===== src/bgrb_defs.svh =====
// register offsets, field positions and reset values of the board glue register bank
`ifndef BGRB_DEFS_SVH
`define BGRB_DEFS_SVH

`define BGRB_OFF_IRQEN 32'h0900_0000
`define BGRB_OFF_IRQSTAT 32'h0900_0004
`define BGRB_OFF_CLKCFG 32'h0900_0008
`define BGRB_OFF_ROUTE 32'h0900_000c
`define BGRB_OFF_VERSION 32'h0900_0010
`define BGRB_OFF_DISPLAY 32'h0900_0014
`define BGRB_OFF_LEDS 32'h0900_0018

`define BGRB_CFG_REQ_BIT 0
`define BGRB_CFG_STATE_BIT 1
`define BGRB_CFG_M66_BIT 2

`define BGRB_ROUTE_PCI_LSB 0
`define BGRB_ROUTE_FIRST_LSB 2
`define BGRB_ROUTE_SECOND_LSB 4

`define BGRB_RST_CLKCFG 32'h0000_0004
`define BGRB_RST_ROUTE 32'h0000_0039
`define BGRB_RST_IRQEN 32'h0000_0000
`define BGRB_RST_DISPLAY 32'h0000_0000
`define BGRB_RST_LEDS 32'h0000_0000

// idle levels of the pin synchronisers: pci and buttons high, jumper out, m66en high
`define BGRB_SYNC_RST 8'hfd

`endif


===== src/bgrb_pkg.sv =====
// types of the board glue register bank
package bgrb_pkg;

   typedef enum logic [1:0] {
      BGRB_LINE_ONE = 2'h0,
      BGRB_LINE_THREE = 2'h1,
      BGRB_LINE_FOUR = 2'h2,
      BGRB_LINE_SEVEN = 2'h3
   } bgrb_line_t;

   typedef struct packed {
      logic [7:0] pin_meta;
      logic [7:0] pin_sync;
      logic [5:0] irqen;
      logic [5:0] route;
      logic req;
      logic [7:0] disp;
      logic [1:0] leds;
      logic gen_out;
      logic [3:0] lines;
      logic [6:0] seg_lo;
      logic [6:0] seg_hi;
      logic [31:0] rdata;
      logic ack;
   } bgrb_state_t;

endpackage : bgrb_pkg


===== src/bgrb_register_bank.sv =====
// register bank: pci clock speed, interrupt routing, version, display and leds
`timescale 1ns/1ns
`include "bgrb_defs.svh"

// Functional notes
// - clock config bit 2 shows the live synchronised m66en level
// - clock config bit 1 reports the present speed select output
// - speed select asserts only with m66en high, jumper out, request set
// - clock config bit 0 is the speed request, ignored while m66en low
// - a fitted speed jumper forces 33 MHz, speed select stays low
// - routing bits 5-4 steer second pushbutton to lines 1, 3, 4 or 7
// - routing bits 3-2 steer first pushbutton, bits 1-0 the pci interrupts
// - version word is read only: week, zero byte, major, minor
// - display low byte is shown as two hex digits on the segments
// - led register bit 1 drives second led, bit 0 the first
// - a source reaches its routed line only while its enable bit is set
// - reset values: clock config 0x4, routing 0x39, display and leds zero
module bgrb_register_bank
   import bgrb_pkg::*;
#(
   parameter logic [7:0] BUILD_WORK_WEEK = 8'h10, // arbitrary value
   parameter logic [7:0] MAJOR_REVISION = 8'h00, // arbitrary value
   parameter logic [7:0] MINOR_REVISION = 8'h01 // arbitrary value
) (
   input wire logic clock,
   input wire logic rst,
   input wire logic bus_sel,
   input wire logic bus_write,
   input wire logic [31:0] bus_addr,
   input wire logic [31:0] bus_wdata,
   output logic [31:0] bus_rdata,
   output logic bus_ack,
   input wire logic pci_m66en,
   input wire logic speed_jumper_header,
   input wire logic first_pushbutton_n,
   input wire logic second_pushbutton_n,
   input wire logic [3:0] pci_slot_irq_n,
   output logic generator_speed_input,
   output logic host_interrupt_line_one,
   output logic host_interrupt_line_three,
   output logic host_interrupt_line_four,
   output logic host_interrupt_line_seven,
   output logic [6:0] segment_low_digit,
   output logic [6:0] segment_high_digit,
   output logic first_indicator_output,
   output logic second_indicator_output
);

   localparam logic [31:0] VERSION_WORD =
      {BUILD_WORK_WEEK, 8'h00, MAJOR_REVISION, MINOR_REVISION};

   bgrb_state_t st_reg;
   bgrb_state_t st_next;

   logic m66_live;
   logic jumper_fitted;
   logic first_button_active;
   logic second_button_active;
   logic [3:0] pci_active;
   logic [5:0] status_word;
   logic wr_strobe;
   logic rd_strobe;

   // one-hot line vector {seven, four, three, one} for a routed source
   function automatic logic [3:0] bgrb_line_of(input logic [1:0] sel, input logic active);
      logic [3:0] hot;
      hot = 4'h0;
      unique case (bgrb_line_t'(sel))
         BGRB_LINE_ONE: hot = 4'h1;
         BGRB_LINE_THREE: hot = 4'h2;
         BGRB_LINE_FOUR: hot = 4'h4;
         BGRB_LINE_SEVEN: hot = 4'h8;
      endcase
      return active ? hot : 4'h0;
   endfunction : bgrb_line_of

   // hex digit to segments gfedcba, active high
   function automatic logic [6:0] bgrb_hex7(input logic [3:0] nib);
      logic [6:0] seg;
      seg = 7'h00;
      unique case (nib)
         4'h0: seg = 7'h3f;
         4'h1: seg = 7'h06;
         4'h2: seg = 7'h5b;
         4'h3: seg = 7'h4f;
         4'h4: seg = 7'h66;
         4'h5: seg = 7'h6d;
         4'h6: seg = 7'h7d;
         4'h7: seg = 7'h07;
         4'h8: seg = 7'h7f;
         4'h9: seg = 7'h6f;
         4'ha: seg = 7'h77;
         4'hb: seg = 7'h7c;
         4'hc: seg = 7'h39;
         4'hd: seg = 7'h5e;
         4'he: seg = 7'h79;
         4'hf: seg = 7'h71;
      endcase
      return seg;
   endfunction : bgrb_hex7

   // synchronised pin levels, read only from the second stage
   assign m66_live = st_reg.pin_sync[0];
   assign jumper_fitted = st_reg.pin_sync[1];
   assign first_button_active = ~st_reg.pin_sync[2];
   assign second_button_active = ~st_reg.pin_sync[3];
   assign pci_active = ~st_reg.pin_sync[7:4];
   assign status_word = {second_button_active, first_button_active, pci_active};

   // every access is a full word, so no byte lanes are decoded
   assign wr_strobe = bus_sel & bus_write;
   assign rd_strobe = bus_sel & ~bus_write;

   always_comb begin
      st_next = st_reg;
      st_next.pin_meta = {pci_slot_irq_n, second_pushbutton_n, first_pushbutton_n,
         speed_jumper_header, pci_m66en};
      st_next.pin_sync = st_reg.pin_meta;
      st_next.ack = bus_sel;

      // register writes, reserved bits dropped
      if (wr_strobe) begin
         unique case (bus_addr)
            `BGRB_OFF_IRQEN: begin
               st_next.irqen = bus_wdata[5:0];
            end
            `BGRB_OFF_CLKCFG: begin
               st_next.req = bus_wdata[`BGRB_CFG_REQ_BIT];
            end
            `BGRB_OFF_ROUTE: begin
               st_next.route = bus_wdata[5:0];
            end
            `BGRB_OFF_DISPLAY: begin
               st_next.disp = bus_wdata[7:0];
            end
            `BGRB_OFF_LEDS: begin
               st_next.leds = bus_wdata[1:0];
            end
            default: begin
            end
         endcase
      end

      // speed select: jumper and m66en override the request
      st_next.gen_out = m66_live & ~jumper_fitted & st_reg.req;

      // routing of enabled sources onto the host lines
      st_next.lines =
         bgrb_line_of(st_reg.route[`BGRB_ROUTE_SECOND_LSB +: 2],
            second_button_active & st_reg.irqen[5]) |
         bgrb_line_of(st_reg.route[`BGRB_ROUTE_FIRST_LSB +: 2],
            first_button_active & st_reg.irqen[4]) |
         bgrb_line_of(st_reg.route[`BGRB_ROUTE_PCI_LSB +: 2],
            |(pci_active & st_reg.irqen[3:0]));

      // segments follow the display value as it is stored
      st_next.seg_lo = bgrb_hex7(st_next.disp[3:0]);
      st_next.seg_hi = bgrb_hex7(st_next.disp[7:4]);

      // read data, unmapped and reserved positions read zero
      st_next.rdata = 32'h0000_0000;
      if (rd_strobe) begin
         unique case (bus_addr)
            `BGRB_OFF_IRQEN: begin
               st_next.rdata = {26'h0, st_reg.irqen};
            end
            `BGRB_OFF_IRQSTAT: begin
               st_next.rdata = {26'h0, status_word};
            end
            `BGRB_OFF_CLKCFG: begin
               st_next.rdata = {29'h0, m66_live, st_reg.gen_out, st_reg.req};
            end
            `BGRB_OFF_ROUTE: begin
               st_next.rdata = {26'h0, st_reg.route};
            end
            `BGRB_OFF_VERSION: begin
               st_next.rdata = VERSION_WORD;
            end
            `BGRB_OFF_DISPLAY: begin
               st_next.rdata = {24'h0, st_reg.disp};
            end
            `BGRB_OFF_LEDS: begin
               st_next.rdata = {30'h0, st_reg.leds};
            end
            default: begin
               st_next.rdata = 32'h0000_0000;
            end
         endcase
      end
   end

   always_ff @(posedge clock or posedge rst) begin
      if (rst) begin
         st_reg.pin_meta <= `BGRB_SYNC_RST;
         st_reg.pin_sync <= `BGRB_SYNC_RST;
         st_reg.irqen <= 6'(`BGRB_RST_IRQEN);
         st_reg.route <= 6'(`BGRB_RST_ROUTE);
         st_reg.req <= 1'b0;
         st_reg.disp <= 8'(`BGRB_RST_DISPLAY);
         st_reg.leds <= 2'(`BGRB_RST_LEDS);
         st_reg.gen_out <= 1'b0;
         st_reg.lines <= 4'h0;
         st_reg.seg_lo <= 7'h3f;
         st_reg.seg_hi <= 7'h3f;
         st_reg.rdata <= 32'h0000_0000;
         st_reg.ack <= 1'b0;
      end else begin
         st_reg <= st_next;
      end
   end

   assign bus_rdata = st_reg.rdata;
   assign bus_ack = st_reg.ack;
   assign generator_speed_input = st_reg.gen_out;
   assign host_interrupt_line_one = st_reg.lines[0];
   assign host_interrupt_line_three = st_reg.lines[1];
   assign host_interrupt_line_four = st_reg.lines[2];
   assign host_interrupt_line_seven = st_reg.lines[3];
   assign segment_low_digit = st_reg.seg_lo;
   assign segment_high_digit = st_reg.seg_hi;
   assign first_indicator_output = st_reg.leds[0];
   assign second_indicator_output = st_reg.leds[1];
endmodule : bgrb_register_bank


===== config.mk =====
export PLATFORM = sky130hd
export DESIGN_NAME = bgrb_register_bank
export DESIGN_NICKNAME = d
export VERILOG_FILES = /design/src/bgrb_pkg.sv /design/src/bgrb_register_bank.sv
export VERILOG_INCLUDE_DIRS = /design/src
export SDC_FILE = /design/constraint.sdc
export NUM_CORES = 1
export LEC_CHECK = 0
export BUFFER_PORTS_ARGS = -buffer_cell sky130_fd_sc_hd__buf_2
export CAP_MARGIN = 20
export CORE_ASPECT_RATIO = 1.5
export CORE_UTILIZATION = 46
export CTS_CLUSTER_DIAMETER = 50
export DETAILED_ROUTE_END_ITERATION = 6
export PLACE_DENSITY = 0.77
export SYNTH_ARGS = -nofsm -noshare
export SYNTH_HDL_FRONTEND = slang
export SYNTH_SLANG_ARGS = --single-unit

===== constraint.sdc =====
create_clock -name clock -period 1.91 [get_ports clock]
set_input_delay 0.382 -clock clock [delete_from_list [all_inputs] [get_ports clock]]
set_output_delay 0.382 -clock clock [all_outputs]
set_load 0.005 [all_outputs]

=== Word-level counts from Yosys, hierarchy flattened ===
Memory sizes are Yosys's and may differ from the RTL's. A register that Yosys moved wholly into a read port is not among the register bits.
Cells that the tools add are included.

* Bits in registers: 77
* ROM bits: 224
* Bits of input ports: 76
* Output and inout bits: 54
* Word-level logic and storage cells: 62
* Memories: 2

{| class="wikitable"
|+ Memories
! name !! words !! width !! read ports !! clocked after Yosys merged registers in !! write ports !! RTL line !! text
|-
| (no name shown) || 16 || 7 || 1 || 1 || 0 || bgrb_register_bank.sv:81 || <nowiki>unique case (nib)</nowiki>
|-
| (no name shown) || 16 || 7 || 1 || 1 || 0 || bgrb_register_bank.sv:81 ||
|}

* Equal/unequal tests: 16
* Mux-type cells: 11
* Bitwise operators: 14
* Reductions and logical operators: 8

{| class="wikitable"
|+ Operators by type and width
! operator !! number
|-
| 32-bit by 28-bit equality test with 1-bit output (second input constant) || 7
|-
| 29-bit one-hot mux with 7 select lines || 1
|-
| 4-bit one-hot mux with 4 select lines || 3
|-
| 29-bit two-way mux || 1
|-
| 2-bit equality test (second input constant) || 6
|-
| 4-bit two-way mux || 3
|-
| 10-bit two-way mux || 1
|-
| 8-bit two-way mux || 1
|-
| 4-bit OR || 2
|-
| 2-bit AND reduction || 4
|-
| 1-bit AND || 6
|-
| 2-bit by 1-bit equality test with 1-bit output (second input constant) || 3
|-
| 2-bit zero test || 3
|-
| 4-bit AND || 1
|-
| 1-bit NOT || 4
|-
| 4-bit NOT || 1
|-
| 4-bit OR reduction || 1
|-
| 2-bit two-way mux || 1
|}

=== Longest topological paths before layout ===
* Word-level depth: 5
* Depth in mapped cells: 12
* Mapped depth without buffers: 10

=== Worst setup path before layout ===
No wires, ideal clock.

* Path kind: input -> register
* From: input bus_addr[20]
* To: register segment_high_digit[3] (netlist name)
* Library setup time: 0.082 ns
* Arrival time: 2.783 ns
* Data required time: 1.828 ns
* Setup slack: -0.955 ns
* Cell stages on the path: 10
* Buffers on the path: 2
* Path through: nor4_1 > nand4_1 > nor4_4 > buf_6 > buf_2 > mux2_2 > ha_1 > a21oi_1 > nor3_1 > a211o_1

{| class="wikitable"
|+ RTL lines
! item !! RTL line !! text
|-
| from (decl) || bgrb_register_bank.sv:29 || <nowiki>input wire logic [31:0] bus_addr,</nowiki>
|}

==> results.env <==
INSERTION_DELAY_PS=330
COMB_POWER_SHARE=0.063
LAYOUT_MIN_CYCLE_TIME_PS=2245
P_INT_mW=2.635
POWER.IR.VDD_WORST_V=0.0006557
POSTSYNTHREGISTERBITS=68
NUM_ROWS=39
WORSTPATHMAXFANOUT=7
FINALWEIGHTEDCONGESTION=0.8419
NETLIST_AREA_MM2=0.003736
FIN_NETS=559
ANTENNA_CELLS=0
VIOLATIONS='negative setup slack'
MIN_PERIOD_OVER_PERIOD=1.175
PLACEDINSTANCEAREA_MM2=0.004407
YOSYS_WARNINGS=0
CRITICAL_PATH.MAX_STAGE_DELAY_PS=360
POWER.CLOCK.FRACTION=0.495
DRIVE_GT1_FRAC=0.5021
GRT.TOTAL_USAGE=0.2374
TRITONCTS='built'
POWER-PER-CELL-AREA_mW_PER_MM2=660.8
CTSLONGESTPATHBUFFERS=2
MAXCAPVIOLATIONS=0
UNREPAIRED_SETUP_ENDPOINTS_AFTER_GLOBAL_ROUTING='yes'
SHARE_SEQ_OF_TOTAL_POWER=0.442
SWITCHING_POWER_mW=0.7217
SYNTH_TOP_CELLS_BY_AREA='sky130_fd_sc_hd__dfrtp_1 (25%), sky130_fd_sc_hd__dfstp_2 (21%), sky130_fd_sc_hd__buf_4 (9.2%), sky130_fd_sc_hd__ha_1 (4.7%), sky130_fd_sc_hd__mux2_1 (4.5%)'
SEQ_AREA_FRAC_SYNTH=0.4655
CRITICAL_PATH.ENDPOINT_TYPE='flip-flop'
SETUP_VIOL_COUNT_FINAL=15
FIRST_GLOBAL_VIAS=3203
LARGEST_NET_DEGREE_AT_THE_START_OF_GLOBAL_ROUTING=69
POWER_SWITCHING_SHARE=0.2150
WORST_SLACK_PS=-335.2
MAX_FFS_PER_REGISTER=27
PLACEMENT.IO_BUFFERS=82
POSTSYNTH.ASYNCRESETSHARE=1.000
ANTENNA_FOUND_INITIAL=0
FILL_CELLS=601
WORSTPATHARRIVAL_PS=2500
FP.COREAREA_MM2=0.007759
NUM_IO_PINS=130
RUN_STATUS='finished with violations'
CP_DATA_REQUIRED_TIME_PS=2170
AREA_DELTA_SYNTH_FINAL_PCT=35.97
YOSYS.AREA.TOP_TYPE='sky130_fd_sc_hd__dfrtp_1'
STARTPOINT_TYPE='input pin'
SYN-MEAN-INSTANCE-AREA_UM2=10.47
FINAL_WORST_CLOCK_SKEW_PS=4.198
DIEAREA_MM2=0.008494
STATIC-LEAKAGE-POWER_nW=2.317
FLOORPLAN.DIE.WIDTH_UM=75.59
CLK_PIN_SLEW_WORST_PATHS_PS=50
FINALHOLDVIOLATIONS=0
MAXIMUM_CLOCK_FREQUENCY_MHz=445.4
DR.PASS1.ITERS=4
ROUTE.FINAL.WIRE_LENGTH_MM=9.490
DETAIL_ROUTE.WL_PER_CELL_UM=16.48
NUMCTSBUFFERS=9
TIMING.CRITICAL_PATH.SLOWEST_STAGE_CELL='sky130_fd_sc_hd__mux2_4'
TIMING.SETUP.CRITICAL_PATH_CLASS='input pin to flip-flop'
PRE_CTS_SLACK_PS=-757.5
YS.FLOP_TYPE='sky130_fd_sc_hd__dfrtp_1'
DRT.ANTENNA.VIOLATING_NETS=0
COUNT_OF_FLIP_FLOPS_WITH_A_BUILT_IN_ENABLE_AFTER_SYNTHESIS=0
POST_DP_HPWL_MM=6.558
SYNTH_LARGEST_TYPE_AREA_FRACTION=0.2545
POST_SYNTH_NUM_CELL_TYPES=54
HOLDBUFCOUNTCTS=0
VIAS=3040
CTS.SINKS=68
CRITICAL_PATH.TOP_DELAY_FAMILY='simple AND/OR/NAND/NOR gates'
CLOCKROOTBUFFER='sky130_fd_sc_hd__clkbuf_16'
DETAIL_ROUTE.VIAS_PER_CELL=5.278
POST-ROUTE-CELL-AREA_MM2=0.005080
SLEW_VIOLS_FINAL=0
REMAINING_ROUTING_DRC_VIOLATIONS=0
INITIAL_UTILIZATION=0.4815
NUMBER_OF_VIOLATIONS_REPORTED_AT_THE_END_OF_DETAILED_ROUTING_ITERATION_0=235
GLOBAL_ROUTE_WIRE_LENGTH_BEFORE_REPAIR_MM=14.66
DIE-HEIGHT_UM=112.4
CP_CELL_SEQUENCE='buf_6 > nor4_4 > nand3_2 > nor4_4 > buf_6 > mux2_4 > ha_4 > a21oi_2 > nor3_2 > a211o_1'
HP-CLASS='input pin to asynchronous set/reset pin'
CTS.HTREE.LEVELS=3
GLOBALROUTE.TOTALOVERFLOW=0
CRITPATHBUFINV=2
SYNTH_CELLS=357
[cell usage after synthesis (2+ instances only)]
| library cell | n |
|---|---|
| sky130_fd_sc_hd__nand3b_1 | 3 |
| sky130_fd_sc_hd__a211oi_1 | 4 |
| sky130_fd_sc_hd__a31oi_1 | 2 |
| sky130_fd_sc_hd__or2_1 | 2 |
| sky130_fd_sc_hd__nor2_1 | 32 |
| sky130_fd_sc_hd__clkbuf_1 | 7 |
| sky130_fd_sc_hd__nor4_1 | 6 |
| sky130_fd_sc_hd__mux2_1 | 15 |
| sky130_fd_sc_hd__nand2_1 | 13 |
| sky130_fd_sc_hd__dfstp_2 | 30 |
| sky130_fd_sc_hd__a222oi_1 | 3 |
| sky130_fd_sc_hd__inv_1 | 15 |
| sky130_fd_sc_hd__a22o_1 | 2 |
| sky130_fd_sc_hd__mux2i_1 | 13 |
| sky130_fd_sc_hd__nor3_1 | 14 |
| sky130_fd_sc_hd__nand4b_1 | 2 |
| sky130_fd_sc_hd__nor3b_1 | 2 |
| sky130_fd_sc_hd__a21o_1 | 2 |
| sky130_fd_sc_hd__a221o_1 | 3 |
| sky130_fd_sc_hd__nor2b_1 | 4 |
| sky130_fd_sc_hd__a211o_1 | 2 |
| sky130_fd_sc_hd__and2_1 | 2 |
| sky130_fd_sc_hd__inv_2 | 6 |
| sky130_fd_sc_hd__a21oi_1 | 10 |
| sky130_fd_sc_hd__dfrtp_1 | 38 |
| sky130_fd_sc_hd__buf_2 | 2 |
| sky130_fd_sc_hd__o22ai_1 | 3 |
| sky130_fd_sc_hd__o221ai_1 | 2 |
| sky130_fd_sc_hd__mux2_2 | 5 |
| sky130_fd_sc_hd__nand3_1 | 7 |
| sky130_fd_sc_hd__a221oi_1 | 3 |
| sky130_fd_sc_hd__ha_1 | 14 |
| sky130_fd_sc_hd__nand2b_1 | 4 |
| sky130_fd_sc_hd__xor2_1 | 4 |
| sky130_fd_sc_hd__nand4_1 | 3 |
| sky130_fd_sc_hd__o21ai_0 | 6 |
| sky130_fd_sc_hd__buf_4 | 46 |
| sky130_fd_sc_hd__a22oi_1 | 10 |
[cells in the final DEF (no fill, tap or decap), types with 4 or more instances in the layout]
cell,instances
sky130_fd_sc_hd__a211oi_1,4
sky130_fd_sc_hd__a21oi_2,7
sky130_fd_sc_hd__a22oi_1,10
sky130_fd_sc_hd__buf_2,78
sky130_fd_sc_hd__buf_4,44
sky130_fd_sc_hd__buf_6,13
sky130_fd_sc_hd__clkbuf_16,9
sky130_fd_sc_hd__clkinv_2,4
sky130_fd_sc_hd__conb_1,23
sky130_fd_sc_hd__dfrtp_1,38
sky130_fd_sc_hd__dfstp_2,30
sky130_fd_sc_hd__ha_1,6
sky130_fd_sc_hd__ha_4,7
sky130_fd_sc_hd__inv_1,13
sky130_fd_sc_hd__inv_2,5
sky130_fd_sc_hd__mux2_1,14
sky130_fd_sc_hd__mux2_4,5
sky130_fd_sc_hd__mux2i_1,11
sky130_fd_sc_hd__nand2_1,13
sky130_fd_sc_hd__nand2b_1,4
sky130_fd_sc_hd__nand3_1,5
sky130_fd_sc_hd__nor2_1,29
sky130_fd_sc_hd__nor2b_1,4
sky130_fd_sc_hd__nor3_1,10
sky130_fd_sc_hd__nor3_2,4
sky130_fd_sc_hd__nor4_2,4
sky130_fd_sc_hd__o21ai_0,6
sky130_fd_sc_hd__xor2_1,4
[power groups by stage]
stage | Clock [mW] | Combinational [mW] | Sequential, mW
after floorplan | 0 | 0.116 | 1.50
after global placement | 0 | 0.183 | 1.50
after detailed placement | 0 | 0.188 | 1.51
after CTS | 1.70 | 0.201 | 1.48
after global routing | 1.76 | 0.236 | 1.48
final | 1.66 | 0.210 | 1.48
[per-stage QoR]
step / total power [mW] / utilization / hold slack, ps / setup TNS [ps] / cells
detailed placement: 1.694 / 0.5680 / 334.7 / -18360 / 550
global route: 3.476 / 0.6547 / 141.3 / -4786 / 576
CTS: 3.385 / 0.6296 / 141.4 / -2857 / 571
global placement: 1.687 / 0.5680 / 333.4 / -15330 / 550
finish: 3.357 / 0.6547 / 129.9 / -3131 / 576
floorplan: 1.618 / - / 331.2 / -7735 / 379
[layer usage]
metal,GRT usage,vias to the layer above,wire [µm],part of all wire
li1,-,1411,-,-
met1,0.2378,1464,3453,0.36
met4,0.1593,0,385,0.041
met2,0.4167,133,5193,0.55
met3,0.05566,32,457,0.048
met5,0,-,0,0
[worst min-delay path: stages]
cell and delay, ps:
sky130_fd_sc_hd__buf_2 110, sky130_fd_sc_hd__clkinvlp_4 70, sky130_fd_sc_hd__buf_12 290
[final timing paths]
kind	depth (start not counted)	endpoint	startpoint	slack, ps
worst min-delay path	3	bus_ack	rst	130
worst max register to register	7	segment_high_digit[3]	st_reg[59]	320
worst max-delay path	10	segment_low_digit[3]	bus_addr[0]	-340
worst min register to register	0	jumper_fitted	st_next[76]	340
max in group asynchronous	3	st_next[78]	rst	1440
min in group clock	1	st_next[77]	first_pushbutton_n	150
[layout make-up]
| cell class | count | area [µm²] | area share |
|---|---|---|---|
| Timing Repair Buffer | 137 | 902.1 | 0.1776 |
| Tap cell | 102 | 127.6 | 0.02512 |
| Clock inverter | 4 | 47.55 | 0.009360 |
| Multi-Input combinational cell | 230 | 1909 | 0.3759 |
| Sequential cell | 68 | 1739 | 0.3424 |
| Inverter | 23 | 97.59 | 0.01921 |
| Clock buffer | 12 | 256.5 | 0.05049 |
[logic make-up (layout without fill, tap and decap cells)]
| kind of cell | after synthesis | in the layout | share of synthesized area |
|---|---|---|---|
| xor+xnor | 4 | 4 | 0.009376 |
| other cells | 1 | 23 | 0.001004 |
| simple gates | 101 | 101 | 0.1433 |
| flops | 68 | 68 | 0.4655 |
| fa+ha+maj | 14 | 14 | 0.04689 |
| buf+inv | 81 | 176 | 0.1309 |
| compound gates | 54 | 54 | 0.1042 |
| mux | 34 | 34 | 0.09879 |
[timing repair]
action,in CTS,in global routing
endpoints found under the setup margin,19,42
gates resized for setup,26,31
pin swaps,19,22
setup buffers,6,6
Power figures use the tool's default switching activity.
